--- config.mk ---
export PLATFORM = sky130hd
export DESIGN_NAME = boot_image_block_parser
export DESIGN_NICKNAME = d
export VERILOG_FILES = /design/src/boot_parser_pkg.sv /design/src/word_if.sv /design/src/boot_image_block_parser.sv /design/src/word_packer.sv
export VERILOG_INCLUDE_DIRS = /design/src /design/src/src
export SDC_FILE = /design/constraint.sdc
export NUM_CORES = 1
export LEC_CHECK = 0
export BUFFER_PORTS_ARGS = -buffer_cell sky130_fd_sc_hd__buf_2
export CORE_UTILIZATION = 45
export CTS_CLUSTER_SIZE = 20
export DETAILED_ROUTE_END_ITERATION = 16
export GPL_TIMING_DRIVEN = 0
export PLACE_DENSITY_LB_ADDON = 0.12
export SLEW_MARGIN = 0
export SYNTH_ARGS = -nofsm -noshare
export SYNTH_HDL_FRONTEND = slang
export SYNTH_HIERARCHICAL = 1
export SYNTH_SLANG_ARGS = --single-unit
--- constraint.sdc ---
create_clock -name clk -period 3.9 [get_ports clk]
set_input_delay 0.195 -clock clk [delete_from_list [all_inputs] [get_ports clk]]
set_output_delay 0.195 -clock clk [all_outputs]
set_load 0.05 [all_outputs]
--- src/boot_parser_regs.svh ---
`ifndef BOOT_PARSER_REGS_SVH
`define BOOT_PARSER_REGS_SVH

// Block layout; header offsets count from the first header byte, trailer indices from the first trailer byte
`define HDR_LEN         16'd12
`define CNT_MSB_OFF     16'd8
`define CNT_LSB_OFF     16'd9
`define TRAILER_LEN     16'd4
`define TRL_MSB_IDX     16'd2
`define TRL_LSB_IDX     16'd3

// Word packing
`define COEF_LAST_IDX   3'd3
`define DATA_LAST_IDX   3'd5
`define COEF_VALID_BITS 28

// Termination block
`define TERM_LAST_OFF   16'd19
`define TERM_MARK_OFF   16'd3
`define TERM_MARK_BYTE  8'h1f

`endif

--- src/boot_parser_pkg.sv ---
package boot_parser_pkg;

  typedef enum logic [1:0] {
    DEST_OTHER = 2'b00,
    DEST_COEF  = 2'b01,
    DEST_DATA  = 2'b10
  } dest_t;

  typedef enum logic [2:0] {
    ST_HDR  = 3'b000,
    ST_PAY  = 3'b001,
    ST_TRL  = 3'b010,
    ST_SKIP = 3'b011,
    ST_TERM = 3'b100,
    ST_DONE = 3'b101
  } state_t;

endpackage

--- src/word_if.sv ---
`timescale 1ns/1ns
interface word_if;
  logic        byte_stb;
  logic [7:0]  byte_data;
  logic        wide;
  logic        clear;
  logic        word_stb;
  logic [47:0] word;
  logic        aligned;

  modport packer (input byte_stb, byte_data, wide, clear, output word_stb, word, aligned);
  modport feeder (output byte_stb, byte_data, wide, clear, input word_stb, word, aligned);
endinterface

--- src/boot_image_block_parser.sv ---
// Notes on behaviour
// [RULE1] Coefficient word is four bytes, LS byte first; only bits 27..0 meaningful.
// [RULE2] Coefficient payload length is four times the word count.
// [RULE3] Data word is six bytes, LS byte first, forming bits 47..0.
// [RULE4] Data payload length is six times the word count.
// [RULE5] Payload starts at block offset 12, after the twelve-byte header.
// [RULE6] Trailer at offset N+12: two zero bytes, checksum MS then LS byte.
// [RULE7] Header offsets 8,9 hold total count MS first; zero means termination.
// [RULE8] Image ends with 20-byte block: 0000, 001F, then sixteen zero bytes.
// [RULE9] Coefficient words keep only 28 valid bits; bits 31..28 dropped.
`timescale 1ns/1ns
`include "boot_parser_regs.svh"
module boot_image_block_parser
  import boot_parser_pkg::*;
(
  input  wire logic        clk,
  input  wire logic        rst_b,
  input  wire logic        restart,
  input  wire logic        link_clk,
  input  wire logic [7:0]  link_byte,
  input  wire logic [1:0]  dest_kind,
  output logic             word_valid,
  output logic [47:0]      word_data,
  output logic             word_is_coef,
  output logic             cksum_valid,
  output logic [15:0]      cksum,
  output logic             fmt_err,
  output logic             image_done
);

  word_if wif ();

  logic [2:0]  clk_sync;
  logic [7:0]  byte_s1;
  logic [7:0]  byte_s2;
  logic        rx_stb;
  logic [7:0]  rx_byte;
  state_t      state;
  state_t      next_state;
  logic [15:0] off;
  logic [15:0] total;
  logic [15:0] n_len;
  dest_t       dest;
  logic        term_bad;
  logic        trl_bad;

  // Link strobe and byte pass two flops; equal delay keeps them aligned
  always_ff @(posedge clk or negedge rst_b) begin
    if (!rst_b) begin
      clk_sync <= 3'b000;
      byte_s1  <= 8'h00;
      byte_s2  <= 8'h00;
    end else begin
      clk_sync <= {clk_sync[1:0], link_clk};
      byte_s1  <= link_byte;
      byte_s2  <= byte_s1;
    end
  end

  wire link_rise = clk_sync[1] & ~clk_sync[2];

  // One-cycle byte event, registered so all decoding below sees a stable byte
  always_ff @(posedge clk or negedge rst_b) begin
    if (!rst_b) begin
      rx_stb  <= 1'b0;
      rx_byte <= 8'h00;
    end else begin
      rx_stb  <= link_rise;
      if (link_rise) rx_byte <= byte_s2;
    end
  end

  // Offset decoding
  wire        last_hdr   = off == (`HDR_LEN - 16'd1);
  wire [15:0] hdr_total  = total;
  wire        total_zero = hdr_total == 16'h0000;                                  // [RULE7]
  wire [15:0] hdr_n      = hdr_total - (`HDR_LEN + `TRAILER_LEN);                  // [RULE7]
  wire        short_blk  = hdr_total < (`HDR_LEN + `TRAILER_LEN);
  wire        kind_mem   = dest_kind == DEST_COEF || dest_kind == DEST_DATA;
  wire [15:0] pay_end    = n_len + (`HDR_LEN - 16'd1);                              // [RULE5]
  wire [15:0] trl_idx    = off - (n_len + `HDR_LEN);                                // [RULE6]
  wire        blk_end    = off == (total - 16'd1);
  wire [7:0]  term_exp   = (off == `TERM_MARK_OFF) ? `TERM_MARK_BYTE : 8'h00;       // [RULE8]
  wire        term_miss  = rx_byte != term_exp;
  wire        term_last  = off == `TERM_LAST_OFF;
  wire        trl_zero_b = trl_idx < `TRL_MSB_IDX;
  wire        trl_last   = trl_idx == `TRL_LSB_IDX;
  wire        leaving    = (state == ST_TRL && trl_last) || (state == ST_SKIP && blk_end);

  // Block sequencing, advanced only on a received byte
  always_comb begin
    next_state = state;
    unique case (state)
      ST_HDR: begin
        if (last_hdr) begin
          if (total_zero) next_state = ST_TERM;                                   // [RULE7]
          else if (!kind_mem) next_state = ST_SKIP;
          else if (short_blk) next_state = ST_DONE;
          else if (hdr_n == 16'h0000) next_state = ST_TRL;
          else next_state = ST_PAY;                                                // [RULE5]
        end
      end
      ST_PAY:  if (off == pay_end) next_state = ST_TRL;                            // [RULE6]
      ST_TRL:  if (trl_last) next_state = ST_HDR;
      ST_SKIP: if (blk_end) next_state = ST_HDR;
      ST_TERM: if (term_last) next_state = ST_DONE;                                // [RULE8]
      ST_DONE: next_state = ST_DONE;
      default: next_state = ST_DONE;
    endcase
  end

  always_ff @(posedge clk or negedge rst_b) begin
    if (!rst_b) begin
      state <= ST_HDR;
      off   <= 16'h0000;
    end else if (restart) begin
      state <= ST_HDR;
      off   <= 16'h0000;
    end else if (rx_stb) begin
      state <= next_state;
      off   <= leaving ? 16'h0000 : off + 16'd1;
    end
  end

  // Header capture: count MS byte first, destination and N at the last header byte
  always_ff @(posedge clk or negedge rst_b) begin
    if (!rst_b) begin
      total <= 16'h0000;
      n_len <= 16'h0000;
      dest  <= DEST_OTHER;
    end else if (rx_stb && state == ST_HDR) begin
      if (off == `CNT_MSB_OFF) total[15:8] <= rx_byte;                            // [RULE7]
      if (off == `CNT_LSB_OFF) total[7:0]  <= rx_byte;                            // [RULE7]
      if (last_hdr) begin
        n_len <= hdr_n;
        dest  <= dest_t'(dest_kind);
      end
    end
  end

  // Termination pattern runs from offset 0, so header bytes are checked too
  always_ff @(posedge clk or negedge rst_b) begin
    if (!rst_b) begin
      term_bad <= 1'b0;
    end else if (rx_stb && (state == ST_HDR || state == ST_TERM)) begin
      term_bad <= (off == 16'h0000) ? term_miss : (term_bad | term_miss);         // [RULE8]
    end
  end

  // Trailer zero bytes, and the payload must end on a word boundary
  always_ff @(posedge clk or negedge rst_b) begin
    if (!rst_b) begin
      trl_bad <= 1'b0;
    end else if (rx_stb && state == ST_TRL) begin
      if (trl_idx == 16'h0000) trl_bad <= (rx_byte != 8'h00) | ~wif.aligned;      // [RULE2] [RULE4] [RULE6]
      else if (trl_zero_b) trl_bad <= trl_bad | (rx_byte != 8'h00);               // [RULE6]
    end
  end

  // Packer feed: only payload bytes of memory blocks
  assign wif.byte_stb  = rx_stb && state == ST_PAY;                                // [RULE5]
  assign wif.byte_data = rx_byte;
  assign wif.wide      = dest == DEST_DATA;                                         // [RULE3]
  assign wif.clear     = restart || state == ST_HDR;

  word_packer u_packer (
    .clk   (clk),
    .rst_b (rst_b),
    .wif   (wif)
  );

  wire [47:0] coef_word = {{(48 - `COEF_VALID_BITS){1'b0}}, wif.word[`COEF_VALID_BITS-1:0]}; // [RULE9]

  // Registered results; pulses last one cycle
  always_ff @(posedge clk or negedge rst_b) begin
    if (!rst_b) begin
      word_valid   <= 1'b0;
      word_data    <= 48'h0;
      word_is_coef <= 1'b0;
      cksum_valid  <= 1'b0;
      cksum        <= 16'h0000;
      fmt_err      <= 1'b0;
      image_done   <= 1'b0;
    end else begin
      word_valid  <= wif.word_stb;
      cksum_valid <= 1'b0;
      fmt_err     <= 1'b0;
      image_done  <= 1'b0;
      if (wif.word_stb) begin
        word_data    <= (dest == DEST_COEF) ? coef_word : wif.word;                // [RULE9] [RULE1]
        word_is_coef <= dest == DEST_COEF;
      end
      if (rx_stb && state == ST_TRL) begin
        if (trl_idx == `TRL_MSB_IDX) cksum[15:8] <= rx_byte;                      // [RULE6]
        if (trl_last) begin
          cksum[7:0]  <= rx_byte;                                                  // [RULE6]
          cksum_valid <= 1'b1;
          fmt_err     <= trl_bad;
        end
      end
      if (rx_stb && state == ST_HDR && last_hdr && kind_mem && !total_zero && short_blk) fmt_err <= 1'b1;
      if (rx_stb && state == ST_TERM && term_last) begin
        image_done <= ~(term_bad | term_miss);                                     // [RULE8]
        fmt_err    <= term_bad | term_miss;
      end
    end
  end
endmodule

--- src/word_packer.sv ---
`timescale 1ns/1ns
`include "boot_parser_regs.svh"
module word_packer
  import boot_parser_pkg::*;
(
  input wire logic clk,
  input wire logic rst_b,
  word_if.packer   wif
);

  logic [2:0]  cnt;
  logic [47:0] acc;
  logic [7:0]  first_byte;

  // Byte k of a word lands at bits 8k+7..8k, so the stream is LS byte first
  wire [47:0] placed   = {40'h0, wif.byte_data} << {cnt, 3'b000}; // [RULE1] [RULE3]
  wire [47:0] merged   = acc | placed;
  wire [2:0]  last_idx = wif.wide ? `DATA_LAST_IDX : `COEF_LAST_IDX; // [RULE2] [RULE4]
  wire        at_last  = cnt == last_idx;

  assign wif.aligned = cnt == 3'd0;

  // Accumulate; the word is handed over in the cycle after its last byte
  always_ff @(posedge clk or negedge rst_b) begin
    if (!rst_b) begin
      cnt          <= 3'd0;
      acc          <= 48'h0;
      wif.word     <= 48'h0;
      wif.word_stb <= 1'b0;
      first_byte   <= 8'h00;
    end else begin
      wif.word_stb <= 1'b0;
      if (wif.clear) begin
        cnt <= 3'd0;
        acc <= 48'h0;
      end else if (wif.byte_stb) begin
        if (cnt == 3'd0) first_byte <= wif.byte_data;
        if (at_last) begin
          wif.word     <= merged; // [RULE2] [RULE4]
          wif.word_stb <= 1'b1;
          cnt          <= 3'd0;
          acc          <= 48'h0;
        end else begin
          acc <= merged;
          cnt <= cnt + 3'd1;
        end
      end
    end
  end
endmodule

==> results.sh <==
export IMPL_post_route_period_util_pct=96.6
export IMPL_wl_um=33000
export IMPL_syn_avg_cell_area_sq_um=10.2
export IMPL_status="complete, no violations"
export IMPL_fin_area_sq_mm=0.0155
export IMPL_final_cells=1822
export IMPL_yosys_warnings=6
export IMPL_required_ns=4.33
export IMPL_ioPinCount=83
export IMPL_avgViaCountPerCell=5.47
export IMPL_core_area_sq_mm=0.0287
export IMPL_finalSetupViolCount=0
export IMPL_met3_usage_pct=3.36
export IMPL_htreeDepth=1
export IMPL_drc=0
export IMPL_power_leakage_uw=0.00715
export IMPL_ys_types=85
export IMPL_grt_usage_pct=22.3
export IMPL_vdd_drop_max_mv=0.409
export IMPL_dr_pass1_iters=7
export IMPL_cts_made_buffers=27
export IMPL_grt_max_degree=120
export IMPL_grt_met1_usage_pct=33.9
export IMPL_top_usage_layer="met1"
export IMPL_fp_dieH_um=173
export IMPL_crit_fanout=9
export IMPL_area_growth_pct=17.9
export IMPL_yosysSeqAreaShare_pct=48.1
export IMPL_slew_headroom_pct=36.9
export IMPL_power_uw=6170
export IMPL_io_buffer_count=82
export IMPL_start_kind="register"
export IMPL_root_buffer="clkbuf_16"
export IMPL_synthCells=1281
export IMPL_path_buf_inv=3
export IMPL_min_period_ns=3.77
export IMPL_start_util_pct=45.7
export IMPL_power_density_mw_per_mm2=399
export IMPL_grt_overflow_total=0
export IMPL_initialDrtViolationCount=743
export IMPL_grt_pass1_wl_um=53800
export IMPL_crit_path_top_delay_cell="or4_1"
export IMPL_drv_cap=0
export IMPL_slew_viol_final=0
export IMPL_final_hold_viol_count=0
export IMPL_ant_nets=0
export IMPL_drive_gt1_share_pct=21.9
export IMPL_die_w_um=173
export IMPL_worstMarginPinSlew_ns=0.938
export IMPL_gp_congestion=0.882
export IMPL_path_cells="inv_1, ha_1, inv_1, ha_2, mux2_1, mux2i_1, or4_1, nor3_2, o211ai_1, nor4_4, and4_4, buf_4, mux2_2"
export IMPL_cts_tree="built"
export IMPL_n_antenna_cell=0
export IMPL_cp_slowest_stage_delay_ns=0.57
export IMPL_cp_arrival_ns=4.20
export IMPL_critPathKind="register to register"
export IMPL_syn_area_sq_mm=0.0131
export IMPL_max_freq_mhz=265
export IMPL_clockBufferDepth=3
export IMPL_rsz0062_at_grt="false"
export IMPL_nets=1471
export IMPL_critPathMostFrequentCell="inv_1"
export IMPL_post_drt_wl_per_cell_um=18.1
export IMPL_skew_ns=0.0175
export IMPL_clock_sinks=252
export IMPL_clkLatencyLatePin_ns=0.55
export IMPL_vias=9965
export IMPL_use_met2_pct=33.5
export IMPL_synth_flop_cell="dfrtp_1"
export IMPL_die_area_sq_mm=0.0298
export IMPL_antenna_found_initial=0
export IMPL_dp_cells=1749
export IMPL_hpwlAfterDp_um=23200
export IMPL_async_flop_share_pct=100
export IMPL_rows=62
export IMPL_min_path_type="primary input to async pin"
export IMPL_synth_fp_nets=1335
export IMPL_cp_end_kind="register"
export IMPL_clk_pin_slew_worst_paths_ns=0.07
export IMPL_grt_pass1_vias=9735
export IMPL_synth_edff_count=0
export IMPL_crit_family="simple AND/OR/NAND/NOR gates"
export IMPL_synth_seq_cells=252
export IMPL_placed_area_sq_mm=0.0141
[metal layers]
metal | part of all wire, % | wire length (um) | vias to the layer above
met4 | 1.7 | 551 | 0
met1 | 50 | 16500 | 4900
li1 | - | - | 4774
met2 | 43 | 14300 | 241
met3 | 5.3 | 1760 | 50
met5 | 0 | 0 | -
[report_power, final]
part / internal (uW) / total (uW) / switching (uW)
Clock: 1760 / 2880 / 1120
Combinational: 200 / 559 / 359
Sequential: 2650 / 2730 / 74.4
[area by class of cell]
cell class,instances,area [sq um]
Clock buffer,31,731
Timing Repair Buffer,115,741
Sequential cell,252,6320
Fill cell,2644,13300
Tap cell,384,480
Multi-Input combinational cell,818,6050
Buffer,76,360
Inverter,127,477
Clock inverter,19,290
[registers in the layout, summed over array words and instances, names as in the netlist]
name,count
u_packer/cnt,3
n_len,16
cksum,16
state,3
word_valid,1
u_packer/wif.word,48
byte_s2,8
image_done,1
u_packer/acc,48
dest,2
word_is_coef,1
fmt_err,1
u_packer/wif.word_stb,1
cksum_valid,1
hdr_total,16
rx_stb,1
byte_s1,8
trl_bad,1
clk_sync,3
off,16
term_bad,1
word_data,48
rx_byte,8
[what timing repair did]
action                                  in CTS  in global routing
buffers inserted                             3                 14
cloned                                       0                  1
endpoints found under the hold margin      171                  0
endpoints found under the setup margin      37                 30
pin swaps                                    3                  5
hold buffers                                13                  0
gates resized for setup                     14                 25
[cell usage after synthesis (all sizes together), types with 7 or more instances]
cell	n	share of area (%)
inv	126	3.6
a21o	7	0.40
nor3	64	2.5
nand4	11	0.52
nand3	27	1.1
a31oi	45	2.1
ha	39	3.7
a21oi	78	3.0
nand2	65	1.9
dfrtp	252	48
o21ai	60	2.3
a211oi	9	0.55
mux2	74	6.4
o211ai	7	0.40
nor4	16	1.0
xnor2	38	2.5
o2bb2ai	8	0.53
and3	12	0.57
nand2b	13	0.62
nor2b	13	0.62
xor2	24	1.6
a22oi	10	0.88
buf	32	1.4
nor2	52	1.5
mux2i	57	4.4
nor3b	11	0.96
clkbuf	52	1.5
[worst paths after layout]
check,startpoint,endpoint,slack [ns],cells past startpoint
setup / recovery,off[8],cksum[0],0.13,13
max in group asynchronous,rst_b,rx_byte[3],2.88,3
hold reg to reg,byte_s1[5],byte_s2[5],0.35,0
min in group clk,link_byte[3],byte_s1[3],0.30,2
hold / removal,rst_b,word_is_coef,0.11,2
setup reg to reg,off[8],cksum[0],0.13,13
[placed cells by master (no fill, tap or decap), types with 43 or more instances in the layout]
master,count
a21oi_1,76
a31oi_1,43
buf_2,96
clkbuf_1,44
dfrtp_1,242
inv_1,125
mux2_2,71
mux2i_1,57
nand2_1,65
nor2_1,52
nor3_1,61
o21ai_0,57
[metrics by stage]
step | setup WS (ns) | setup TNS, ns | hold slack, ns | utilization, %
6_report | 0.132 | 0 | 0.106 | 53.8
4_1_cts | 0.0131 | 0 | 0.102 | 53.1
3_5_place_dp | -0.435 | -10.11 | 0.0957 | 49.0
5_1_grt | 0.00489 | 0 | 0.124 | 53.8
3_3_place_gp | -2.07 | -520.50 | 0.303 | 48.8
2_1_floorplan | 0.400 | 0 | -0.101 | -
[kinds of logic after synthesis]
kind of cell | Yosys count | synth area share (%)
buf+inv | 211 | 6.57
flops | 252 | 48.1
mux | 131 | 10.7
xor+xnor | 62 | 4.14
simple gates | 318 | 13.4
fa+ha+maj | 40 | 3.87
compound gates | 267 | 13.2
Note: power is estimated with default switching activity, not from simulation.
